File: config.mk
export PLATFORM = sky130hd
export DESIGN_NAME = iopg_top
export DESIGN_NICKNAME = d
export VERILOG_FILES = /design/src/include/iopg_pkg.sv /design/src/rtl/iopg_sync.sv /design/src/rtl/iopg_top.sv
export SDC_FILE = /design/constraint.sdc
export NUM_CORES = 1
export LEC_CHECK = 0
export ABC_CLOCK_PERIOD_IN_PS = 2750
export BUFFER_PORTS_ARGS = -buffer_cell sky130_fd_sc_hd__buf_2
export CORE_ASPECT_RATIO = 1.4
export CORE_MARGIN = 2
export CORE_UTILIZATION = 55
export CTS_BUF_LIST = sky130_fd_sc_hd__clkbuf_4 sky130_fd_sc_hd__clkbuf_8
export CTS_CLUSTER_DIAMETER = 150
export CTS_CLUSTER_SIZE = 12
export DETAILED_ROUTE_END_ITERATION = 16
export PLACE_DENSITY = 0.81
export SLEW_MARGIN = 20
export SYNTH_ARGS = -nofsm -noshare
export SYNTH_HDL_FRONTEND = slang
export SYNTH_SLANG_ARGS = --single-unit
File: constraint.sdc
create_clock -name core_clk -period 2.75 [get_ports core_clk]
set_input_delay 0 -clock core_clk [delete_from_list [all_inputs] [get_ports core_clk]]
set_output_delay 0 -clock core_clk [all_outputs]
set_load 0.05 [all_outputs]
File: src/include/iopg_pkg.sv
// Package of register offsets, widths and reset values for the input and I/O port group.
package iopg_pkg;

    // ************************************************************
    // Register map
    // ************************************************************
    localparam int unsigned REG_AW = 3;

    localparam logic [2:0] OFS_INPUT_PORT8_PIN_STATE  = 3'h0;
    localparam logic [2:0] OFS_INPUT_INPUT_PORT8_PIN_STATE_PIN_STATE  = 3'h1;
    localparam logic [2:0] OFS_BIDIR_PORT_DIRECTION   = 3'h2;
    localparam logic [2:0] OFS_BIDIR_PORT_OUTPUT_DATA = 3'h3;
    localparam logic [2:0] OFS_BIDIR_PORT_PIN_STATE   = 3'h4;

    // ************************************************************
    // Widths and reset values
    // ************************************************************
    localparam int unsigned IN8_W   = 8;
    localparam int unsigned IN4_W   = 4;
    localparam int unsigned BIDIR_W = 4;

    localparam logic [3:0] BIDIR_DIR_RESET = 4'h0;
    localparam logic [3:0] BIDIR_OUT_RESET = 4'h0;

    // Value returned for undefined bits and unreadable registers.
    localparam logic [7:0] UNDEF_READ = 8'h00;
    localparam logic [3:0] UNDEF_HIGH = 4'h0;

    // Reset value of the synchroniser flops.
    localparam logic SYNC_RESET = 1'b0;

endpackage : iopg_pkg

File: src/rtl/iopg_sync.sv
// Two-flop synchroniser for a group of pin levels.
`timescale 1ns/1ps
`default_nettype none
module iopg_sync #(
    parameter int unsigned W = 8
) (
    input  wire logic         core_clk,
    input  wire logic         nrst,
    input  wire logic [W-1:0] async_in,
    output var  logic [W-1:0] sync_out
);

    logic [W-1:0] meta_q;

    // The first stage feeds only the second stage.
    always_ff @(posedge core_clk) begin
        if (!nrst) begin
            meta_q   <= {W{iopg_pkg::SYNC_RESET}};
            sync_out <= {W{iopg_pkg::SYNC_RESET}};
        end else begin
            meta_q   <= async_in;
            sync_out <= meta_q;
        end
    end

endmodule : iopg_sync
`default_nettype wire

File: src/rtl/iopg_top.sv
// Input-only ports and one bidirectional port with their CPU register file.
//
// Function
// RULE1 - An eight-pin port exists that is input only, with no driver and no direction control.
// RULE2 - Reading the eight-pin port register returns the sampled levels of its pins, bit 7 to pin 7 down to bit 0.
// RULE3 - Writing the eight-pin port register changes neither its contents nor any pin.
// RULE4 - A four-pin input-only port reports its pins in bits 3 to 0 of an eight-bit read-only register.
// RULE5 - Reading the four-pin port register shows the pin levels in bits 3 to 0 and undefined bits 7 to 4.
// RULE6 - Writing the four-pin port register is ignored.
// RULE7 - A four-pin bidirectional port has a direction register, an output data register and a pin register.
// RULE8 - The direction register is eight bits, write only, and reads back an undefined value.
// RULE9 - A direction bit of 1 enables the pin's driver and 0 makes the pin an input.
// RULE10 - The output data register holds in bits 3 to 0 the driven level of each output pin and is read/write.
// RULE11 - Bits 7 to 4 of the output data register read back undefined.
// RULE12 - Reading the pin register returns the output data bit for each pin whose direction bit is 1.
// RULE13 - Reading the pin register returns the sampled pin level for each pin whose direction bit is 0.
// RULE14 - Writing the pin register is ignored and never alters output data or direction.
// RULE15 - Reset clears direction and output data bits 3 to 0 so every pin starts as an input.
// RULE16 - Pin levels are synchronised to the clock before reaching the read path.
//
// The register addresses and the address-and-strobe port were decided locally.
`timescale 1ns/1ps
`default_nettype none
module iopg_top #(
    parameter int unsigned IN8_W   = iopg_pkg::IN8_W,
    parameter int unsigned IN4_W   = iopg_pkg::IN4_W,
    parameter int unsigned BIDIR_W = iopg_pkg::BIDIR_W
) (
    input  wire logic                        core_clk,
    input  wire logic                        nrst,
    input  wire logic [iopg_pkg::REG_AW-1:0] reg_addr,
    input  wire logic [7:0]                  reg_wdata,
    input  wire logic                        reg_wr,
    input  wire logic                        reg_rd,
    output var  logic [7:0]                  reg_rdata,
    input  wire logic [IN8_W-1:0]            input8_pin_in,
    input  wire logic [IN4_W-1:0]            input4_pin_in,
    input  wire logic [BIDIR_W-1:0]          bidir_pin_in,
    output var  logic [BIDIR_W-1:0]          bidir_pin_out,
    output var  logic [BIDIR_W-1:0]          bidir_pin_oe
);

    // ************************************************************
    // Pin synchronisers
    // ************************************************************
    logic [IN8_W-1:0]   in8_sync;
    logic [IN4_W-1:0]   in4_sync;
    logic [BIDIR_W-1:0] bidir_sync;

    iopg_sync #(.W(IN8_W)) u_sync_in8 ( // RULE16
        .core_clk (core_clk),
        .nrst     (nrst),
        .async_in (input8_pin_in),
        .sync_out (in8_sync)
    );

    iopg_sync #(.W(IN4_W)) u_sync_in4 ( // RULE16
        .core_clk (core_clk),
        .nrst     (nrst),
        .async_in (input4_pin_in),
        .sync_out (in4_sync)
    );

    iopg_sync #(.W(BIDIR_W)) u_sync_bidir ( // RULE16
        .core_clk (core_clk),
        .nrst     (nrst),
        .async_in (bidir_pin_in),
        .sync_out (bidir_sync)
    );

    // ************************************************************
    // Bidirectional port control registers
    // ************************************************************
    logic [BIDIR_W-1:0] bidir_dir_q;
    logic [BIDIR_W-1:0] bidir_out_q;

    logic wr_dir;
    logic wr_out;
    assign wr_dir = reg_wr && (reg_addr == iopg_pkg::OFS_BIDIR_PORT_DIRECTION);
    assign wr_out = reg_wr && (reg_addr == iopg_pkg::OFS_BIDIR_PORT_OUTPUT_DATA);

    // Only the low bits are kept; the upper bits of the direction byte have no storage.
    always_ff @(posedge core_clk) begin
        if (!nrst) begin
            bidir_dir_q <= BIDIR_W'(iopg_pkg::BIDIR_DIR_RESET); // RULE15
        end else if (wr_dir) begin
            bidir_dir_q <= reg_wdata[BIDIR_W-1:0]; // RULE8
        end
    end

    always_ff @(posedge core_clk) begin
        if (!nrst) begin
            bidir_out_q <= BIDIR_W'(iopg_pkg::BIDIR_OUT_RESET); // RULE15
        end else if (wr_out) begin
            bidir_out_q <= reg_wdata[BIDIR_W-1:0]; // RULE10
        end
    end

    // Writes to the pin state registers decode to nothing and are dropped.
    // RULE3
    // RULE6
    // RULE14

    // ************************************************************
    // Pin drivers
    // ************************************************************
    // The input-only ports have no driver outputs at all.
    // RULE1
    // RULE7
    assign bidir_pin_oe  = bidir_dir_q; // RULE9
    assign bidir_pin_out = bidir_out_q; // RULE10

    // ************************************************************
    // Read path
    // ************************************************************
    logic [BIDIR_W-1:0] bidir_state;
    logic [7:0]         rd_mux;

    // Outputs read back from the latch, so a loaded pin cannot disturb software's view.
    genvar gi;
    generate
        for (gi = 0; gi < BIDIR_W; gi++) begin : g_state
            assign bidir_state[gi] = bidir_dir_q[gi] ? bidir_out_q[gi] // RULE12
                                                     : bidir_sync[gi]; // RULE13
        end
    endgenerate

    always_comb begin
        rd_mux = iopg_pkg::UNDEF_READ;
        unique case (reg_addr)
            iopg_pkg::OFS_INPUT_PORT8_PIN_STATE: begin
                rd_mux = 8'(in8_sync); // RULE2
            end
            iopg_pkg::OFS_INPUT_INPUT_PORT8_PIN_STATE_PIN_STATE: begin
                rd_mux = {iopg_pkg::UNDEF_HIGH, 4'(in4_sync)}; // RULE4 RULE5
            end
            iopg_pkg::OFS_BIDIR_PORT_DIRECTION: begin
                rd_mux = iopg_pkg::UNDEF_READ; // RULE8
            end
            iopg_pkg::OFS_BIDIR_PORT_OUTPUT_DATA: begin
                rd_mux = {iopg_pkg::UNDEF_HIGH, 4'(bidir_out_q)}; // RULE11
            end
            iopg_pkg::OFS_BIDIR_PORT_PIN_STATE: begin
                rd_mux = {iopg_pkg::UNDEF_HIGH, 4'(bidir_state)};
            end
            default: begin
                rd_mux = iopg_pkg::UNDEF_READ;
            end
        endcase
    end

    // Read data is held until the next read strobe.
    always_ff @(posedge core_clk) begin
        if (!nrst) begin
            reg_rdata <= iopg_pkg::UNDEF_READ;
        end else if (reg_rd) begin
            reg_rdata <= rd_mux;
        end
    end

endmodule : iopg_top
`default_nettype wire

==> reports/summary.md, run 1 <==
## Clock tree
• sky130_fd_sc_hd__clkbuf_8 — CTS Root Cell
• 0.29 ns — clock latency reported for the late side of the worst-skew pair
• 0 — total setup buffers inserted after CTS
• 0.08 ns — clock-pin transition on the worst setup and hold timing paths
• 5 — CTS buffer count
• 2 — Bufs on Longest Clock Path
• yes — CTS tree
• 48 — number of sinks on the clock net
• 2 — H-Tree Level Count

## Finish
• 30.1% — growth of design area from synthesis to finish
• 241 — nets
• 209 — filler instances
• 671 um2 — multi-input combinational cell area
• 0.270 — share of layout cells above drive strength 1
• 0 — Ant. Diodes
• 961 um2 — Sequential cell area

## Yosys
• 11.2 um2 — syn_area_per_cell
• sky130_fd_sc_hd__dfxtp_1, sky130_fd_sc_hd__and2_1, sky130_fd_sc_hd__mux2i_1, sky130_fd_sc_hd__nor2_1, sky130_fd_sc_hd__a222oi_1 — dominant cells by area after synthesis
• sky130_fd_sc_hd__dfxtp_1 — cell with the most instances after synthesis
• 48 — flip-flop and latch count after synthesis
• 0.570 — Yosys top cell area share
• 0 — Async S/R FF share, synth
• 0 — number of enable-type register cells in the synthesized netlist
• 181 — post-synth net total
• sky130_fd_sc_hd__dfxtp_1 — top flip-flop cell by instance count after synthesis
• 22 — unique cell type count in the Yosys netlist
• sky130_fd_sc_hd__dfxtp_1 — cell taking the most area after synthesis
• 0.00169 mm2 — Synth Cell Area
• 150 — post-synthesis instance total
• 0.570 — portion of the post-synthesis area used by sequential elements
• 0 — yosys synthesis warning count
• sky130_fd_sc_hd__dfxtp_1, sky130_fd_sc_hd__and2_1, sky130_fd_sc_hd__mux2i_1, sky130_fd_sc_hd__nor2_1 — top cells by instance count after synthesis

## Power and ir drop
• 0.989 nW — Pleak
• 0.214 — switching share of power
• 0.341 — clock network fraction of total power
• 1.00 mW — Internal Power
• 0.569 — sequential fraction of design power
• 537 uV — largest vdd supply drop
• 0.273 mW — switching power total
• 583 mW/mm2 — Cell Pwr Density
• 0.091 — combinational share of power

## Place
• 42 — buffers added on ports
• 2190 um — estimated wirelength of the detail-placed design
• 0.832 — routability-driven placement congestion ratio

## Global route
• 0.0539 — GR Layer Usage met3
• 0.345 — global-route met2 utilization
• 34 — largest net degree at the start of global routing
• met2 — most crowded layer after global routing
• 5660 um — first-pass GRT wire length
• 0 — initial antenna violation count
• 0.211 — aggregate global-route resource usage
• 0 — aggregate global routing overflow
• 1268 — vias in the first global route
• 0.259 — met1 track demand over resource

## Timing
• 0 — Hold Vio Cnt, Final
• 0.487 ns — slew of the pin with the lowest slew margin
• 0.116 ns — worst hold margin
• 0.416 — period utilisation layout
• no — RSZ-0062 raised after global routing
• 875 MHz — highest clock frequency the design can meet
• 0 ns — aggregate negative setup slack
• 1.14 ns — final critical-path required period
• 0.675 — relative slew slack
• 0 — number of endpoints failing setup at the final stage
• 0 — fin. max-slew vios
• 0.00749 ns — clock skew

## Setup path
• 1 — critical path peak fanout
• flip-flop — crit end category
• 2.91 ns — required time of the critical path
• flip-flop to flip-flop — Worst Setup Path Type
• 1.31 ns — worst endpoint data arrival time
• u_sync_in4.sync_out[3]$_SDFF_PN0_ — beginning of the worst register-to-register path
• 3 — Worst Reg-to-Reg Cells
• u_sync_in4.sync_out[3]$_SDFF_PN0_ — CP Launch Point
• 1.61 ns — Reg2Reg Setup Slack
• flip-flop — critical path startpoint category

## Drt
• 0 — post-detailed-route DRC marker count
• 13.3 um — DR WL/cell
• 0 — count of nets left with antenna violations after detail routing
• 5.18 — routed via count divided by cell count
• 49 — Iteration-0 DRC Markers
• 5 — Pre-Repair DR Iteration Count
• 1284 — total via count after detailed routing
• 3300 um — final wirelength

## Die
• 23 — cell row count
• 0.00353 mm2 — DIE AREA
• 0.580 — initial cell density of the core
• 50.8 um — overall die width
• 47 — number of primary I/O pins
• 0.00291 mm2 — CORE AREA
• 69.5 um — Die Span Y

## Status
• complete, no violations — outcome

## Worst hold path
• reg_rd — hold wc startpoint
• 3 — worst hold path stage count
• primary input to flip-flop — Hold Crit Class

## Run
• 0 — max capacitance violation total

-- path summary, 6_finish.rpt --
kind / to
setup / recovery: reg_rdata[3]$_SDFFE_PN0P_
hold / removal: reg_rdata[1]$_SDFFE_PN0P_
setup reg to reg: reg_rdata[3]$_SDFFE_PN0P_
hold reg to reg: u_sync_in4.sync_out[0]$_SDFF_PN0_
-- power groups by stage --
stage,logic (mW),clock network [mW],registers [mW]
after global routing,0.128,0.480,0.730
after global placement,0.0889,0,0.742
after CTS,0.115,0.447,0.727
after floorplan,0.0540,0,0.752
after detailed placement,0.0927,0,0.744
final,0.116,0.435,0.727
-- registers in the layout, summed over array words and instances, names as in the netlist --
register and flops:
u_sync_bidir.meta_q 4, bidir_pin_out 4, u_sync_in8.meta_q 8, bidir_pin_oe 4, u_sync_bidir.sync_out 4, u_sync_in4.meta_q 4
u_sync_in8.sync_out 8, u_sync_in4.sync_out 4, reg_rdata 8
-- critical path: stages (launching register included) --
cell and delay (ns):
sky130_fd_sc_hd__dfxtp_1 0.30, sky130_fd_sc_hd__mux2_2 0.25, sky130_fd_sc_hd__a222oi_1 0.34, sky130_fd_sc_hd__a211oi_1 0.13
-- stage by stage --
step | setup slack (ns) | cells | util | power [mW] | instance area (um2)
2_1_floorplan | 1.49 | 150 | - | 0.806 | 1690
5_1_grt | 1.55 | 248 | 0.755 | 1.34 | 2190
3_3_place_gp | 1.54 | 220 | 0.652 | 0.831 | 1900
3_5_place_dp | 1.52 | 220 | 0.652 | 0.836 | 1900
4_1_cts | 1.62 | 248 | 0.755 | 1.29 | 2190
6_report | 1.61 | 248 | 0.755 | 1.28 | 2190
-- timing repair --
item                                   4_1_cts  5_1_grt
hold buffers                                20        0
endpoints found under the hold margin       24        0
gates resized for setup                      0        0
setup endpoints to repair                    0        0
-- area by class of cell --
cell class / instances / share of cell area
multi-input combinational: 91 / 0.306
inverter: 2 / 0.00342
tap: 37 / 0.0211
sequential: 48 / 0.438
clock buffer: 8 / 0.0445
timing repair buffer: 62 / 0.187
-- kinds of logic (layout without fill, tap and decap cells) --
group | after synthesis | after routing | share of synthesized area
simple gates | 58 | 58 | 0.220
flops | 48 | 48 | 0.570
mux | 17 | 17 | 0.106
compound gates | 16 | 16 | 0.0713
buf+inv | 11 | 72 | 0.0319
-- cell usage in the layout, fill, tap and decap left out --
master	netlist	final
sky130_fd_sc_hd__mux2_2	3	3
sky130_fd_sc_hd__mux2_4	1	1
sky130_fd_sc_hd__a22oi_1	4	4
sky130_fd_sc_hd__dfxtp_1	48	48
sky130_fd_sc_hd__dlygate4sd3_1	0	20
sky130_fd_sc_hd__and4bb_2	1	1
sky130_fd_sc_hd__nor2b_1	4	4
sky130_fd_sc_hd__buf_2	1	42
sky130_fd_sc_hd__and2_1	32	32
sky130_fd_sc_hd__nor3b_2	1	1
sky130_fd_sc_hd__nor2_1	13	13
sky130_fd_sc_hd__o21ai_0	4	4
sky130_fd_sc_hd__clkbuf_8	0	6
sky130_fd_sc_hd__inv_1	2	2
sky130_fd_sc_hd__nor4b_2	1	1
sky130_fd_sc_hd__nor4bb_1	4	4
sky130_fd_sc_hd__clkbuf_4	0	2
sky130_fd_sc_hd__mux2i_1	13	13
sky130_fd_sc_hd__and3b_1	1	1
sky130_fd_sc_hd__a211oi_1	4	4
sky130_fd_sc_hd__nand4b_1	1	1
sky130_fd_sc_hd__a222oi_1	4	4
-- metal layers --
layer	part of all wire	up-vias
met5	0	-
met4	0.025	0
met3	0.041	9
met2	0.53	39
met1	0.40	602
li1	-	634
Note: power is estimated with default switching activity, not from simulation.
==> run 2: changes to the inputs <==
ABC_CLOCK_PERIOD_IN_PS = 1100   (was 2750)
CORE_UTILIZATION = 53   (was 55)
PLACE_DENSITY = 0.79   (was 0.81)
clock period = 1.1 ns   (was 2.75 ns; I/O delays follow)
==> run 2 against run 1 <==
  * The run now ends with negative setup slack left
  * Register-to-register slack lost 1.7 ns
  * Clock skew rose by 0.00074 ns
  * Final area up 2.9%
  * Combinational power increased to 2.6 times the previous value
  * Die area rose by 3.5%
  * Maximum frequency decreased by 2.7%
  * Clock-buffer cell count unchanged
  * Flip-flop and latch count is the same
  * Global-route usage fell by 1.5 points
  * Critical path type unchanged
==> reports/summary.md, run 2 (synthesized netlist as in run 1, its figures left out) <==
## Status
• finished, violations left — outcome
• negative setup slack — violations in the final reports

## Global route
• 0 — initial antenna violation count
• 1253 — vias in the first global route
• 0.196 — aggregate global-route resource usage
• 0 — aggregate global routing overflow
• 5300 um — first-pass GRT wire length
• 33 — largest net degree at the start of global routing

## Power and ir drop
• 0.095 — combinational share of power
• 1.03 nW — Pleak
• 2.53 mW — Internal Power
• 0.211 — switching share of power
• 3.20 mW — post-layout power
• 0.568 — sequential fraction of design power
• 0.337 — clock network fraction of total power
• 1420 mW/mm2 — Cell Pwr Density
• 0.677 mW — switching power total
• 1200 uV — largest vdd supply drop

## Timing
• 851 MHz — highest clock frequency the design can meet
• 4 — number of endpoints failing setup at the final stage
• 0.495 ns — slew of the pin with the lowest slew margin
• -0.0750 ns — final critical-path setup slack
• 0 — fin. max-slew vios
• 0 — Hold Vio Cnt, Final
• yes — RSZ-0062 raised after global routing
• 0.00822 ns — clock skew
• 0.670 — relative slew slack
• 1.07 — period utilisation layout
• 1.17 ns — final critical-path required period
• 0.120 ns — worst hold margin

## Setup path
• u_sync_in8.sync_out[3]$_SDFF_PN0_ — CP Launch Point
• 1 — critical path peak fanout
• compound AO/OA/AOI/OAI gates — Worst path top cell family by delay
• 3 — Worst Reg-to-Reg Cells
• u_sync_in8.sync_out[3]$_SDFF_PN0_ — beginning of the worst register-to-register path
• flip-flop — critical path startpoint category
• 1.25 ns — required time of the critical path
• flip-flop to flip-flop — Worst Setup Path Type
• flip-flop — crit end category
• mux2_4, a222oi_1, a211oi_1 — cell chain of the critical path
• 3 — logic depth of the worst setup path including buffers
• 0.35 ns — critical path's largest stage delay
• 0 — Buffers & Inverters on Critical Path
• sky130_fd_sc_hd__a222oi_1 — cell with the largest stage delay on the worst path
• 1.33 ns — worst endpoint data arrival time

## Die
• 51.7 um — overall die width
• 24 — cell row count
• 47 — number of primary I/O pins
• 0.00306 mm2 — CORE AREA
• 0.00365 mm2 — DIE AREA
• 70.7 um — Die Span Y
• 0.550 — initial cell density of the core

## Drt
• 1266 — total via count after detailed routing
• 0 — post-detailed-route DRC marker count
• 13.0 um — DR WL/cell
• 4.96 — routed via count divided by cell count
• 3310 um — final wirelength
• 24 — Iteration-0 DRC Markers
• 4 — Pre-Repair DR Iteration Count
• 0 — count of nets left with antenna violations after detail routing

## Clock tree
• 2 — H-Tree Level Count
• 2 — Bufs on Longest Clock Path
• 0.08 ns — clock-pin transition on the worst setup and hold timing paths
• 5 — CTS buffer count
• sky130_fd_sc_hd__clkbuf_8 — CTS Root Cell
• 48 — number of sinks on the clock net
• yes — CTS tree
• 0.29 ns — clock latency reported for the late side of the worst-skew pair

## Finish
• 973 um2 — Sequential cell area
• sky130_fd_sc_hd__buf_2, sky130_fd_sc_hd__dfxtp_1, sky130_fd_sc_hd__and2_1 — top library cells by usage in the layout, fill and taps aside
• sky130_fd_sc_hd__buf_2 — most common cell after layout, fill and taps aside
• 0 — Ant. Diodes
• 225 — filler instances
• reg_rdata (8), u_sync_in8.meta_q (8), u_sync_in8.sync_out (8) — top flop regs
• 682 um2 — multi-input combinational cell area
• 33.9% — growth of design area from synthesis to finish
• 0.333 — share of layout cells above drive strength 1
• 0.737 — core utilization of the finished layout
• 246 — nets

## Place
• -0.126 ns — worst setup slack after placement
• 0.948 — routability-driven placement congestion ratio
• 2230 um — estimated wirelength of the detail-placed design
• 42 — buffers added on ports

## Worst hold path
• reg_rd — hold wc startpoint
• 3 — worst hold path stage count
• primary input to flip-flop — Hold Crit Class

## Run
• 0 — max capacitance violation total

-- run 2: per-stage QoR --
step | setup TNS [ns] | instances | instance area [um2]
after floorplan | -0.0238 | 150 | 1690
after global placement | -0.0451 | 227 | 1940
after detailed placement | -0.417 | 227 | 1940
after CTS | -0.0979 | 255 | 2260
after global routing | -0.331 | 255 | 2260
final | -0.122 | 255 | 2260
-- run 2: worst paths after layout --
path | slack (ns) | endpoint
worst min register to register | 0.43 | u_sync_in4.sync_out[0]$_SDFF_PN0_
worst min-delay path | 0.12 | reg_rdata[0]$_SDFFE_PN0P_
worst max register to register | -0.07 | reg_rdata[3]$_SDFFE_PN0P_
worst max-delay path | -0.07 | reg_rdata[3]$_SDFFE_PN0P_
-- run 2: repair_timing --
| action | CTS | global route |
|---|---|---|
| buffers inserted | 0 | 0 |
| hold buffers | 20 | 0 |
| endpoints found under the hold margin | 24 | 0 |
| resized for setup | 5 | 1 |
| setup endpoints to repair | 4 | 4 |
| pin swaps | 8 | 0 |
-- run 2: layer usage --
metal,routed length (um),track usage,part of all wire,up-vias
met2,1780,0.349,0.54,46
met5,0,0,0,-
li1,-,-,-,639
met1,1290,0.202,0.39,573
met4,84,0.111,0.025,0
met3,158,0.0464,0.048,8
-- run 2: worst reg2reg max path: stages, from the launching register on --
cell and delay [ns]:
sky130_fd_sc_hd__dfxtp_1 0.30, sky130_fd_sc_hd__mux2_4 0.26, sky130_fd_sc_hd__a222oi_1 0.35, sky130_fd_sc_hd__a211oi_1 0.14
-- run 2: final cells by class --
cell class              count  area share
inverters                   2     0.00333
clock buffers               8      0.0432
flip-flops and latches     48       0.431
well taps                  39      0.0216
repair buffers             67       0.198
multi-input cells          91       0.302
-- run 2: power by group through the flow --
stage / Clock, mW / Sequential [mW] / Combinational (mW)
2_1_floorplan: 0 / 1.88 / 0.135
3_3_place_gp: 0 / 1.86 / 0.233
3_5_place_dp: 0 / 1.86 / 0.245
4_1_cts: 1.10 / 1.82 / 0.303
5_1_grt: 1.18 / 1.83 / 0.330
6_report: 1.08 / 1.82 / 0.305
